===== src/pmbsc_defines.vh =====
// Purpose: Constants for the power mode and bus strobe control block.
// Assumes: Avalon-MM word addressing by byte address, 32-bit data.
// Notes: Register offsets are byte addresses.
`ifndef PMBSC_DEFINES_VH
`define PMBSC_DEFINES_VH
// Register map
`define PMBSC_REG_POWER_CONTROL 8'h87
`define PMBSC_REG_CPU_CTRL 8'h88
`define PMBSC_REG_STATUS 8'h8C
`define PMBSC_REG_CYCLE 8'h90
// Power control fields
`define PMBSC_PC_IDLE 0
`define PMBSC_PC_PDOWN 1
`define PMBSC_PC_ALE_OFF 5
`define PMBSC_PC_RESET 8'h00
// Cpu control fields
`define PMBSC_CC_XDATA 0
`define PMBSC_CC_WIDE 1
`define PMBSC_CC_CODE_RD 2
`define PMBSC_CC_IRQ0_EN 3
`define PMBSC_CC_IRQ1_EN 4
`define PMBSC_CC_RESET 8'h00
// Phases per machine cycle (12 oscillator periods)
`define PMBSC_STATES 4'h6
`define PMBSC_LAST_PHASE 3'h5
// Reset pin high time in clocks, two machine cycles
`define PMBSC_RST_CYC 5'h18
// Oscillator settle time, us, and cycles at 200 MHz
`define PMBSC_SETTLE_US 10000
`define PMBSC_SETTLE_CYC (`PMBSC_SETTLE_US * 200)
`endif


===== src/pmbsc_top.v =====
// Purpose: Reset sampling, fetch-select strap, address-latch and fetch
//   strobes, idle and power-down control of an 8-bit controller core.
// Assumes: clk_in is the oscillator input; one divide-by-two enable forms
//   the internal phase clock.
// Notes: Address strobe is active high, fetch strobe active low; port 0 is open drain style.
//   The reset pin needs 24 clocks high, plus two synchroniser clocks.
// Function
// Reset after reset pin high two machine cycles
// Address strobe pulses at one sixth oscillator
// Skip one address strobe per data access
// Power bit five stops strobe, weak pull-up
// Disable suspended for data, table, idle, power-down
// Reset clears the address strobe disable
// Disable ignored during external code execution
// Fetch strobe twice per machine cycle externally
// Skip two fetch strobes per data access
// Latch fetch select at reset, hold it
// Fetch select low means all code external
// Port zero multiplexes low address then data
// Port two drives high address byte
// Indirect access keeps port two latch contents
// Internal clocking through divide-by-two stage
// Idle stops execution, keeps registers
// Idle exits on reset or enabled interrupt
// Idle strobes high, power-down strobes low
// Power-down stops oscillator, keeps state
// Reset or interrupt ends power-down
// Low level interrupt restarts, high completes
// Resume after the entering instruction
// Wake source held until oscillator settles
`timescale 1ns/10ps
`default_nettype none
`include "pmbsc_defines.vh"
module pmbsc_top #(
  parameter SETTLE_CYC = `PMBSC_SETTLE_CYC
)
(
  input wire clk_in, // Oscillator-rate clock
  input wire rst_in, // Synchronous system reset
  input wire reset_pin_in, // Device reset pin, async
  input wire external_fetch_select_in, // Strap, low = external code
  input wire ext_irq_zero_n_in, // External interrupt 0, low active
  input wire ext_irq_one_n_in, // External interrupt 1, low active
  input wire [15:0] pc_addr_in, // Code fetch address from core
  input wire [15:0] wide_pointer_reg_in, // Wide data pointer
  input wire [7:0] indirect_index_reg_in, // 8-bit data pointer
  input wire [7:0] port_two_latch_in, // Port two output latch value
  input wire [7:0] port_zero_latch_in, // Port zero output latch value
  input wire [7:0] write_data_in, // Data for external writes
  input wire [7:0] avs_address, // Avalon byte address
  input wire avs_read, // Avalon read
  input wire avs_write, // Avalon write
  input wire [31:0] avs_writedata, // Avalon write data
  input wire [3:0] avs_byteenable, // Avalon byte enables
  output reg [31:0] avs_readdata, // Avalon read data
  output reg avs_waitrequest, // Avalon wait request
  output reg address_latch_strobe_out, // Address latch strobe, high pulse
  output reg ale_weak_pull_out, // Weak pull-up active on strobe pin
  output reg program_fetch_strobe_n_out, // Fetch read strobe, low active
  output reg [7:0] port_zero_out, // Port 0 drive value
  output reg [7:0] port_zero_oe_n_out, // Port 0 enable, low drives
  output reg [7:0] port_two_out, // Port 2 drive value
  output reg core_run_out, // Instruction execution enable
  output reg osc_run_out, // Oscillator running
  output reg core_reset_out, // Register reset to core
  output reg wake_irq_out, // Wake interrupt request to core
  output reg external_exec_out // Latched external execution
);
////////////////////////////////////////////////////////////////////////
  localparam [1:0] MODE_RUN = 2'b00;
  localparam [1:0] MODE_IDLE = 2'b01;
  localparam [1:0] MODE_PDOWN = 2'b10;
  localparam [1:0] MODE_WAKE = 2'b11;
  localparam [4:0] RST_CYC = `PMBSC_RST_CYC;
  localparam [2:0] LAST_PHASE = `PMBSC_LAST_PHASE;

  reg rp_s1_q, rp_s2_q, i0_s1_q, i0_s2_q, i1_s1_q, i1_s2_q, ea_s1_q, ea_s2_q;
  reg div_q;
  reg [2:0] phase_q;
  reg [4:0] rst_cnt_q;
  reg dev_rst_q;
  reg ext_exec_q;
  reg [7:0] power_control_q;
  reg [7:0] cpu_ctrl_q;
  reg [1:0] mode_q;
  reg [31:0] settle_q;
  reg xdata_q;
  reg [7:0] cycle_q;
  wire tick;
  wire sys_rst;
  wire irq0_act, irq1_act, any_irq;
  wire ale_off;
  wire settled;
  reg [31:0] rd_d;
////////////////////////////////////////////////////////////////////////
  // Two-flop synchronisers for pins
  // Only the second flop is read anywhere, never the first
  always @(posedge clk_in)
  begin
    rp_s1_q <= reset_pin_in;
    rp_s2_q <= rp_s1_q;
    i0_s1_q <= ext_irq_zero_n_in;
    i0_s2_q <= i0_s1_q;
    i1_s1_q <= ext_irq_one_n_in;
    i1_s2_q <= i1_s1_q;
    ea_s1_q <= external_fetch_select_in;
    ea_s2_q <= ea_s1_q;
  end

  // Divide-by-two enable, so clock duty cycle never matters
  always @(posedge clk_in)
  begin
    if (rst_in)
      div_q <= 1'b0;
    else if (osc_run_out)
      div_q <= ~div_q;
  end
  assign tick = div_q & osc_run_out;

  // Six phases of two oscillator periods per machine cycle
  // Phase freezes with the oscillator, so a wake resumes mid-cycle
  always @(posedge clk_in)
  begin
    if (rst_in)
      phase_q <= 3'd0;
    else if (tick)
      phase_q <= (phase_q == LAST_PHASE) ? 3'd0 : phase_q + 3'd1;
  end

  // Reset pin must stay high 24 oscillator periods to take effect
  // A short glitch restarts the count, so noise cannot reset the core
  always @(posedge clk_in)
  begin
    if (rst_in || !rp_s2_q)
      rst_cnt_q <= 5'd0;
    else if (rst_cnt_q != RST_CYC)
      rst_cnt_q <= rst_cnt_q + 5'd1;
  end
  always @(posedge clk_in)
  begin
    if (rst_in)
      dev_rst_q <= 1'b1;
    else
      dev_rst_q <= (rst_cnt_q == RST_CYC);
  end
  assign sys_rst = rst_in | dev_rst_q;

  // Strap sampled during reset, frozen afterwards
  // A strap change after reset never moves the fetch source
  always @(posedge clk_in)
  begin
    if (sys_rst)
      ext_exec_q <= ~ea_s2_q;
  end
////////////////////////////////////////////////////////////////////////
  // Register bus, one wait cycle then answer
  // Writes land on the edge where waitrequest is low, as the master
  // holds everything until then; read data is loaded a cycle early
  always @(posedge clk_in)
  begin
    if (rst_in)
      avs_waitrequest <= 1'b1;
    else
      avs_waitrequest <= ~((avs_read | avs_write) & avs_waitrequest);
  end

  // Read mux; unmapped offsets read zero
  always @*
  begin
    rd_d = 32'h0000_0000;
    case (avs_address)
      `PMBSC_REG_POWER_CONTROL: rd_d = {24'h00_0000, power_control_q};
      `PMBSC_REG_CPU_CTRL: rd_d = {24'h00_0000, cpu_ctrl_q};
      `PMBSC_REG_STATUS: rd_d = {27'h000_0000, dev_rst_q, ext_exec_q, settled, mode_q};
      `PMBSC_REG_CYCLE: rd_d = {24'h00_0000, cycle_q};
      default: rd_d = 32'h0000_0000;
    endcase
  end
  // Read data captured while waiting, stands at the answer edge
  always @(posedge clk_in)
  begin
    if (rst_in)
      avs_readdata <= 32'h0000_0000;
    else if (avs_read & avs_waitrequest)
      avs_readdata <= rd_d;
  end

  // Power and cpu control writes; reset clears every field
  // Byte lane zero carries the whole register
  always @(posedge clk_in)
  begin
    if (sys_rst)
    begin
      power_control_q <= `PMBSC_PC_RESET;
      cpu_ctrl_q <= `PMBSC_CC_RESET;
    end
    else
    begin
      if (avs_write & ~avs_waitrequest & avs_byteenable[0])
      begin
        if (avs_address == `PMBSC_REG_POWER_CONTROL)
          power_control_q <= avs_writedata[7:0];
        if (avs_address == `PMBSC_REG_CPU_CTRL)
          cpu_ctrl_q <= avs_writedata[7:0];
      end
      // Mode bits self-clear on wake so the core resumes after them
      if (mode_q == MODE_WAKE && !any_irq)
        power_control_q[`PMBSC_PC_PDOWN] <= 1'b0;
      if (mode_q == MODE_IDLE && any_irq)
        power_control_q[`PMBSC_PC_IDLE] <= 1'b0;
    end
  end
////////////////////////////////////////////////////////////////////////
  assign irq0_act = ~i0_s2_q & cpu_ctrl_q[`PMBSC_CC_IRQ0_EN];
  assign irq1_act = ~i1_s2_q & cpu_ctrl_q[`PMBSC_CC_IRQ1_EN];
  assign any_irq = irq0_act | irq1_act;
  // Settle count only reports; the exit itself waits for the pin to rise,
  // so a user that releases early gets an unsettled clock
  assign settled = (settle_q >= SETTLE_CYC);

  // Mode machine: idle, power-down, oscillator settle on wake
  // Mode bits stay set until the wake, so a read shows why the core stopped
  always @(posedge clk_in)
  begin
    if (sys_rst)
    begin
      mode_q <= MODE_RUN;
      settle_q <= 32'd0;
    end
    else
      case (mode_q)
        MODE_RUN:
        begin
          if (power_control_q[`PMBSC_PC_PDOWN])
            mode_q <= MODE_PDOWN;
          else if (power_control_q[`PMBSC_PC_IDLE])
            mode_q <= MODE_IDLE;
        end
        MODE_IDLE:
          if (any_irq)
            mode_q <= MODE_RUN;
        MODE_PDOWN:
          if (any_irq)
          begin
            mode_q <= MODE_WAKE;
            settle_q <= 32'd0;
          end
        MODE_WAKE:
        begin
          // Settle count runs while pin low; a user must hold it long enough
          if (settle_q < SETTLE_CYC)
            settle_q <= settle_q + 32'd1;
          if (!any_irq)
            mode_q <= MODE_RUN;
        end
        default: mode_q <= MODE_RUN;
      endcase
  end

  // Oscillator, core and wake controls
  // Core run drops one cycle after the mode changes, with the strobes
  always @(posedge clk_in)
  begin
    if (rst_in)
    begin
      osc_run_out <= 1'b1;
      core_run_out <= 1'b0;
      core_reset_out <= 1'b1;
      wake_irq_out <= 1'b0;
      external_exec_out <= 1'b0;
    end
    else
    begin
      osc_run_out <= (mode_q != MODE_PDOWN);
      core_run_out <= (mode_q == MODE_RUN) & ~sys_rst;
      core_reset_out <= sys_rst;
      wake_irq_out <= (mode_q == MODE_WAKE) & ~any_irq;
      external_exec_out <= ext_exec_q;
    end
  end
////////////////////////////////////////////////////////////////////////
  // A data access occupies one machine cycle, starting at phase zero
  // A held access flag makes every machine cycle a data cycle
  always @(posedge clk_in)
  begin
    if (sys_rst)
      xdata_q <= 1'b0;
    else if (tick && phase_q == LAST_PHASE)
      xdata_q <= cpu_ctrl_q[`PMBSC_CC_XDATA] & (mode_q == MODE_RUN);
  end

  // Count machine cycles for software observation
  always @(posedge clk_in)
  begin
    if (sys_rst)
      cycle_q <= 8'h00;
    else if (tick && phase_q == LAST_PHASE)
      cycle_q <= cycle_q + 8'h01;
  end

  // Disable honoured only for internal code outside special cases
  // Bus strobes must come back whenever the core talks to memory
  assign ale_off = power_control_q[`PMBSC_PC_ALE_OFF] & ~ext_exec_q
    & ~cpu_ctrl_q[`PMBSC_CC_XDATA] & ~cpu_ctrl_q[`PMBSC_CC_CODE_RD]
    & (mode_q == MODE_RUN);

  // Strobes and ports, all registered
  // Idle keeps both strobes high so external memory stays deselected
  always @(posedge clk_in)
  begin
    if (sys_rst)
    begin
      address_latch_strobe_out <= 1'b1;
      ale_weak_pull_out <= 1'b0;
      program_fetch_strobe_n_out <= 1'b1;
      port_zero_out <= 8'hFF;
      port_zero_oe_n_out <= 8'hFF;
      port_two_out <= 8'hFF;
    end
    else if (mode_q == MODE_IDLE)
    begin
      address_latch_strobe_out <= 1'b1;
      ale_weak_pull_out <= 1'b0;
      program_fetch_strobe_n_out <= 1'b1;
      // Open drain: ones float, zeros sink
      port_zero_oe_n_out <= ext_exec_q ? 8'hFF : port_zero_latch_in;
      port_zero_out <= port_zero_latch_in;
      port_two_out <= ext_exec_q ? pc_addr_in[15:8] : port_two_latch_in;
    end
    // Power-down and the settle wait look alike on the pins
    else if (mode_q != MODE_RUN)
    begin
      address_latch_strobe_out <= 1'b0;
      ale_weak_pull_out <= 1'b0;
      program_fetch_strobe_n_out <= 1'b0;
      port_zero_oe_n_out <= ext_exec_q ? 8'hFF : port_zero_latch_in;
      port_zero_out <= port_zero_latch_in;
      port_two_out <= port_two_latch_in;
    end
    else
    begin
      // Strobe high in phases 0 and 3: two pulses per twelve periods
      address_latch_strobe_out <= ~ale_off & (phase_q == 3'd0 || phase_q == 3'd3)
        & ~(xdata_q & phase_q == 3'd0);
      ale_weak_pull_out <= ale_off;
      // Fetch strobe low in phases 1-2 and 4-5 for external code
      program_fetch_strobe_n_out <= ~(ext_exec_q & phase_q != 3'd0 & phase_q != 3'd3
        & ~xdata_q);
      if (phase_q == 3'd0 || phase_q == 3'd3)
      begin
        // Low address byte, actively driven ones
        port_zero_oe_n_out <= 8'h00;
        port_zero_out <= xdata_q ? (cpu_ctrl_q[`PMBSC_CC_WIDE] ?
          wide_pointer_reg_in[7:0] : indirect_index_reg_in) : pc_addr_in[7:0];
      end
      else if (xdata_q)
      begin
        port_zero_oe_n_out <= 8'h00;
        port_zero_out <= write_data_in;
      end
      else
      begin
        port_zero_oe_n_out <= ext_exec_q ? 8'hFF : port_zero_latch_in;
        port_zero_out <= port_zero_latch_in;
      end
      // High byte only for a wide pointer or a code fetch
      if (xdata_q)
        port_two_out <= cpu_ctrl_q[`PMBSC_CC_WIDE] ? wide_pointer_reg_in[15:8]
          : port_two_latch_in;
      else
        port_two_out <= ext_exec_q ? pc_addr_in[15:8] : port_two_latch_in;
    end
  end
endmodule
`default_nettype wire


===== config.mk =====
export PLATFORM = sky130hd
export DESIGN_NAME = pmbsc_top
export DESIGN_NICKNAME = d
export VERILOG_FILES = /design/src/pmbsc_top.v
export VERILOG_INCLUDE_DIRS = /design/src
export SDC_FILE = /design/constraint.sdc
export NUM_CORES = 1
export LEC_CHECK = 0
export ABC_AREA = 1
export CAP_MARGIN = 10
export CORE_ASPECT_RATIO = 0.5
export CORE_UTILIZATION = 25
export CTS_CLUSTER_DIAMETER = 60
export DETAILED_ROUTE_END_ITERATION = 6
export DONT_BUFFER_PORTS = 1
export PLACE_DENSITY = 0.48
export SETUP_SLACK_MARGIN = 0.1
export SLEW_MARGIN = 25
export SYNTH_ARGS = -nofsm -noshare
export SYNTH_HDL_FRONTEND = slang
export SYNTH_SLANG_ARGS = --single-unit

===== constraint.sdc =====
create_clock -name clk_in -period 2.1 [get_ports clk_in]
set_input_delay 0.525 -clock clk_in [delete_from_list [all_inputs] [get_ports clk_in]]
set_output_delay 0.525 -clock clk_in [all_outputs]
set_load 0.01 [all_outputs]

[Word-level counts from Yosys, hierarchy flattened]
Cells that the tools add are included.
Storage, ports and cells
  register bits after elaboration: 143
  input bits: 116
  output and inout port bits: 65
  word-level logic and storage cells: 145
Cells by class
  $add $sub $neg: 4
  order comparisons: 2
  equal/unequal tests: 18
  multiplexer cells: 29
  bitwise operators: 38
  reduce and logical (&&, ||, !) cells: 20
Operator list (number)
  $mux W8: 16
  $mux W32: 2
  $pmux W32 S2: 1
  $add A32 B1 Y32 const B: 1
  $eq A8 B8 Y1 const B: 4
  $ge A32 B21 Y1 const B: 1
  $lt A32 B21 Y1 const B: 1
  $pmux W8 S4: 1
  $and A1 B1 Y1: 20
  $not A1 Y1: 15
  $mux W2: 5
  $add A8 B1 Y8 const B: 1
  $ne A2 B2 Y1 const B: 4
  $pmux W2 S4: 1
  $reduce_or A2 Y1: 3
  $add A5 B1 Y5 const B: 1
  $eq A5 B5 Y1 const B: 1
  $ne A5 B5 Y1 const B: 1
  $eq A2 B2 Y1 const B: 2
  $reduce_and A2 Y1: 2
  $reduce_and A4 Y1: 1
  $reduce_bool A2 Y1: 2
  $add A3 B1 Y3 const B: 1
  $eq A3 B2 Y1 const B: 1
  other kinds (16): 23

[Longest topological paths before layout]
  word-level depth: 9
  mapped depth: 11
  depth with buffers taken out: 11

[Least setup slack after synthesis]
Ideal clock, no wire load.
  path kind: input to register
  start point: input port avs_address[0]
  end point: register cpu_ctrl_q[3]
  library setup time: 0.119 ns
  arrival time: 1.469 ns
  data required time: 1.981 ns
  slack: 0.511 ns
  cell stages on the path: 9
  path buffers: 1
  cells stage by stage: nor2_1 > inv_1 > nor3_2 > nand2_1 > inv_2 > nand2_1 > buf_2 > o21ai_1 > a21oi_1
On the way
  word-level cells in the longest chain between the ends: 2
Ends and longest elaborated chain
  start, declared: line pmbsc_top.v:50  | input wire [7:0] avs_address,
  $eq A8 B8 Y1
  $reduce_and A2 Y1 (no line)
  end signal, assigned: line pmbsc_top.v:195  | cpu_ctrl_q <= `PMBSC_CC_RESET;
  end signal, assigned: line pmbsc_top.v:204  | cpu_ctrl_q <= avs_writedata[7:0];
  end, declared: line pmbsc_top.v:84  | reg [7:0] cpu_ctrl_q;
Every way passes these cells.
A chain may end at the register's enable or synchronous reset.

[Worst setup path after layout]
  start point: register settle_q[0]
  end point: register settle_q[16]
On the way
  word-level cells in the longest chain between the ends: 3
  elaborated cells between the ends (all ways): 6
  those cells by class: add/sub (1); order compare (1); eq/ne (1); mux (2); reduce/logical (1)
Ends and longest elaborated chain
  start, declared: line pmbsc_top.v:86  | reg [31:0] settle_q;
  start signal, assigned: line pmbsc_top.v:252  | settle_q <= settle_q + 32'd1;
  $add A32 B1 Y32 / $lt A32 B21 Y1 (equally long branches): line pmbsc_top.v:252, pmbsc_top.v:251
  $mux W32 / $ne A2 B1 Y1 (equally long branches)
  $pmux W32 S2 / $reduce_and A3 Y1 (equally long branches)
Several ways; a longest one is shown, not always the timed one. The select of a mux whose other input is x is not followed.

==> qor_table.md <==
| Item | This run |
|---|---|
| Result of the run | complete, no violations |
| Overall track demand over capacity in global routing | 13.7% |
| Number of global-route vias before repair | 4,804 |
| Remaining design rule violation count | 0 |
| Clock tree from TritonCTS | done |
| Final setup violation count | 0 |
| Placement-stage cell area | 0.00612 mm2 |
| Starting density of the core | 25.5% |
| Number of DRC markers in iteration 0 | 315 |
| Sequential area share after synthesis | 41.1% |
| Kind of critical path | register to register |
| Post-synth EDFFs | 1 |
| Critical path capture point type | register |
| CTS H-Tree Depth | 4 |
| Source-to-sink clock delay at the later pin of the worst-skew pair | 0.42 ns |
| Synth Area in Adders | 1.29% |
| Die area | 0.0239 mm2 |
| CP startpoint kind | register |
| Initial antenna violation count | 0 |
| Antenna diode instance count | 0 |
| Power share of the combinational group | 4.4% |
| Overall power after layout | 5.46 mW |
| Sum of routed wire length over all layers | 16,000 um |
| Part of the power in registers | 43.6% |
| Min Clock Period, post-route | 1.73 ns |
| Met2 Wirelength | 7520 um |
| Highest Signal Layer | met4 |
| Post-route cell area | 0.00670 mm2 |
| Post-synthesis async set-or-reset flop share | 0% |
| Relative contribution of the clock network to total power | 52.0% |
| Iteration count of the initial detailed-routing pass | 5 |
| Detailed-placement wirelength estimate | 11,500 um |
| Simple-gate portion of the synthesized area | 24.0% |
| Die W | 218 um |
| Proportion of layout cells with a drive suffix above 1 | 8.85% |
| Mux cell area share after synthesis | 1.38% |
| Detail Route Antenna Nets | 0 |
| Metal1 wirelength | 7620 um |
| Root Buffer | sky130_fd_sc_hd__clkbuf_16 |
| Final max-slew violation count | 0 |
| Unrepaired setup endpoints after global routing | no |
| Max Clk Rate | 577 MHz |
| Wire length of the first global-routing pass | 25,300 um |
| XOR/XNOR Fraction of Synth Area | 2.11% |
| Int Pwr | 4.10 mW |
| Peak ir drop on the vdd network | 530 uV |
| Slew at the pin closest to its max-slew limit | 0.747 ns |
| Number of max-cap violations | 0 |
| Fin crit share | 82.6% |
| Number of buffers added to fix hold violations after cts | 0 |
| Nets | 945 |
| Main flop type after synthesis | sky130_fd_sc_hd__dfxtp_1 |
| Largest delay contributor family on the critical path | simple AND/OR/NAND/NOR gates |
| Data arrival time of the critical path | 2.03 ns |
| I/O pins | 181 |
| Slowest-stage cell, CP | sky130_fd_sc_hd__dfxtp_1 |
| Leakage power | 2.42 nW |
| Worst setup skew after layout | 0.00869 ns |
| Path type of the worst min-delay path | input pin to register |
| Fin Setup TNS | 0 ns |
| Layout overhead on the synthesized area | 15.0% |
| WP data required | 2.40 ns |
| Number of buffer and inverter stages on the critical path | 0 |
| Critical path cell sequence | ha_1 > nand2_1 > nor2_1 > nand2_1 > nor2_1 > xor2_1 > nor2_1 > nand2_1 > a21oi_1 |
| Netlist Area Pre-Place | 0.00582 mm2 |
| Crit-path max FO | 6 |
| Total power density per cell area | 816 mW/mm2 |
| Count of cells resized by post-cts repair | 0 |
| Hold Violations, Final | 0 |
| Seq cells post-synth | 119 |
| Pre-CTS WS | 0.290 ns |
| Worst Hold Margin | 0.128 ns |
| Clk pin slew, worst setup/hold paths | 0.06 ns |
| Number of unique standard cell types used by synthesis | 39 |
| Number of buffers added on ports | 0 |
| Final worst-path setup slack | 0.365 ns |
| Largest family of logic cells by synthesized area | simple AND/OR/NAND/NOR gates |
| Share of the synthesized area in compound gates (AO/OA/AOI/OAI) | 18.4% |
| Drt via density | 4.57 |
| FP Rows | 39 |
| Number of clock buffers inserted by TritonCTS | 17 |
| Largest stage delay on the critical path | 0.41 ns |
| Grt total ovfl | 0 |
| Switching part of the total power | 24.9% |
| Buffers inserted during post-CTS setup optimization | 0 |
| Vias | 5,222 |
| Max-Slew Margin vs Limit | 50.2% |
| Net switching power figure | 1.36 mW |
| Warning count from the yosys run | 0 |
| Met3 routed WL | 681 um |
| Routed length per placed instance | 14.0 um |
| Floorplan die height | 110 um |
| Bufs on Longest Clock Path | 2 |
| Placer's final routability congestion estimate | 0.810 |
| Standard cell core area | 0.0228 mm2 |
| Syn Area/Cell | 7.14 um2 |
| Pin count of the biggest net entering global routing | 42 |
| Number of cells produced by synthesis | 815 |
| Clock sinks | 119 |
==> cells in the final DEF (no fill, tap or decap), types with 11 or more instances in the layout <==
| cell type | instances |
|---|---|
| sky130_fd_sc_hd__nand2_1 | 145 |
| sky130_fd_sc_hd__dfxtp_1 | 118 |
| sky130_fd_sc_hd__nor2_1 | 95 |
| sky130_fd_sc_hd__inv_1 | 83 |
| sky130_fd_sc_hd__a21oi_1 | 78 |
| sky130_fd_sc_hd__o21ai_0 | 70 |
| sky130_fd_sc_hd__nand3_1 | 41 |
| sky130_fd_sc_hd__conb_1 | 24 |
| sky130_fd_sc_hd__nor3_1 | 23 |
| sky130_fd_sc_hd__buf_4 | 22 |
| sky130_fd_sc_hd__clkbuf_16 | 17 |
| sky130_fd_sc_hd__o22ai_1 | 13 |
| sky130_fd_sc_hd__o211ai_1 | 12 |
| sky130_fd_sc_hd__xor2_1 | 11 |
==> sequential cells by signal, summed over array words and instances (netlist names), 2 cells and up <==
signal / flops
settle_q: 32
avs_readdata: 8
cpu_ctrl_q: 8
cycle_q: 8
port_two_out: 8
port_zero_oe_n_out: 8
port_zero_out: 8
power_control_q: 8
rst_cnt_q: 5
phase_q: 3
mode_q: 2
==> Yosys cell counts (8+ instances only) <==
| cell | count | share of area (%) |
|---|---|---|
| sky130_fd_sc_hd__a21oi_1 | 78 | 6.7 |
| sky130_fd_sc_hd__buf_4 | 26 | 3.4 |
| sky130_fd_sc_hd__clkbuf_1 | 20 | 1.3 |
| sky130_fd_sc_hd__dfxtp_1 | 118 | 41 |
| sky130_fd_sc_hd__inv_1 | 83 | 5.4 |
| sky130_fd_sc_hd__mux2i_1 | 8 | 1.4 |
| sky130_fd_sc_hd__nand2_1 | 145 | 9.3 |
| sky130_fd_sc_hd__nand3_1 | 41 | 3.5 |
| sky130_fd_sc_hd__nor2_1 | 96 | 6.2 |
| sky130_fd_sc_hd__nor3_1 | 23 | 2.0 |
| sky130_fd_sc_hd__o2111ai_1 | 8 | 1.2 |
| sky130_fd_sc_hd__o211ai_1 | 12 | 1.5 |
| sky130_fd_sc_hd__o21ai_0 | 70 | 6.0 |
| sky130_fd_sc_hd__o22ai_1 | 13 | 1.4 |
| sky130_fd_sc_hd__xor2_1 | 11 | 1.7 |
==> worst register-to-register path: cells and delay by family, from the launching register on <==
| family | cells | cell delay, ns |
|---|---|---|
| compound gates | 1 | 0.06 |
| xor+xnor | 1 | 0.17 |
| fa+ha+maj | 1 | 0.29 |
| flops | 1 | 0.41 |
| simple gates | 6 | 0.70 |
==> logic make-up after synthesis <==
family	count (synthesis)
mux	8
xor+xnor	14
buf+inv	147
simple gates	326
flops	119
other cells	1
fa+ha+maj	6
compound gates	194
==> path summary, 6_finish.rpt <==
check | to | start | slack (ns) | cells past startpoint
worst max-delay path | settle_q[16]$_SDFFE_PP0P_ | settle_q[0]$_SDFFE_PP0P_ | 0.37 | 9
worst min-delay path | ea_s1_q$_DFF_P_ | external_fetch_select_in | 0.13 | 0
worst max register to register | settle_q[16]$_SDFFE_PP0P_ | settle_q[0]$_SDFFE_PP0P_ | 0.37 | 9
worst min register to register | rp_s2_q$_DFF_P_ | rp_s1_q$_DFF_P_ | 0.33 | 0
==> power groups by stage <==
stage	Sequential (mW)	Clock (mW)	Combinational (mW)
after floorplan	2.41	0	0.227
after global placement	2.43	0	0.237
after detailed placement	2.43	0	0.244
after CTS	2.38	2.91	0.244
after global routing	2.39	3.02	0.279
final	2.38	2.84	0.242
==> metrics by stage <==
| stage | cells | util [%] |
|---|---|---|
| after floorplan | 838 | - |
| after global placement | 1111 | 26.8 |
| after detailed placement | 1111 | 26.8 |
| after CTS | 1143 | 29.3 |
| after global routing | 1143 | 29.3 |
| final | 1143 | 29.3 |
==> metal layers <==
| metal | GRT usage, % | vias up |
|---|---|---|
| li1 | - | 2661 |
| met5 | 0 | - |
| met1 | 17.5 | 2432 |
| met2 | 22.2 | 115 |
| met4 | 3.75 | 0 |
| met3 | 4.26 | 14 |
==> final cells by class <==
class / count / area [um2]
Clock buffer: 19 / 453
Inverter: 91 / 342
Clock inverter: 13 / 121
Sequential cell: 119 / 2390
Fill cell: 2497 / 16100
Timing Repair Buffer: 22 / 165
Multi-Input combinational cell: 572 / 2840
Tap cell: 307 / 384
Power figures use the tool's default switching activity.
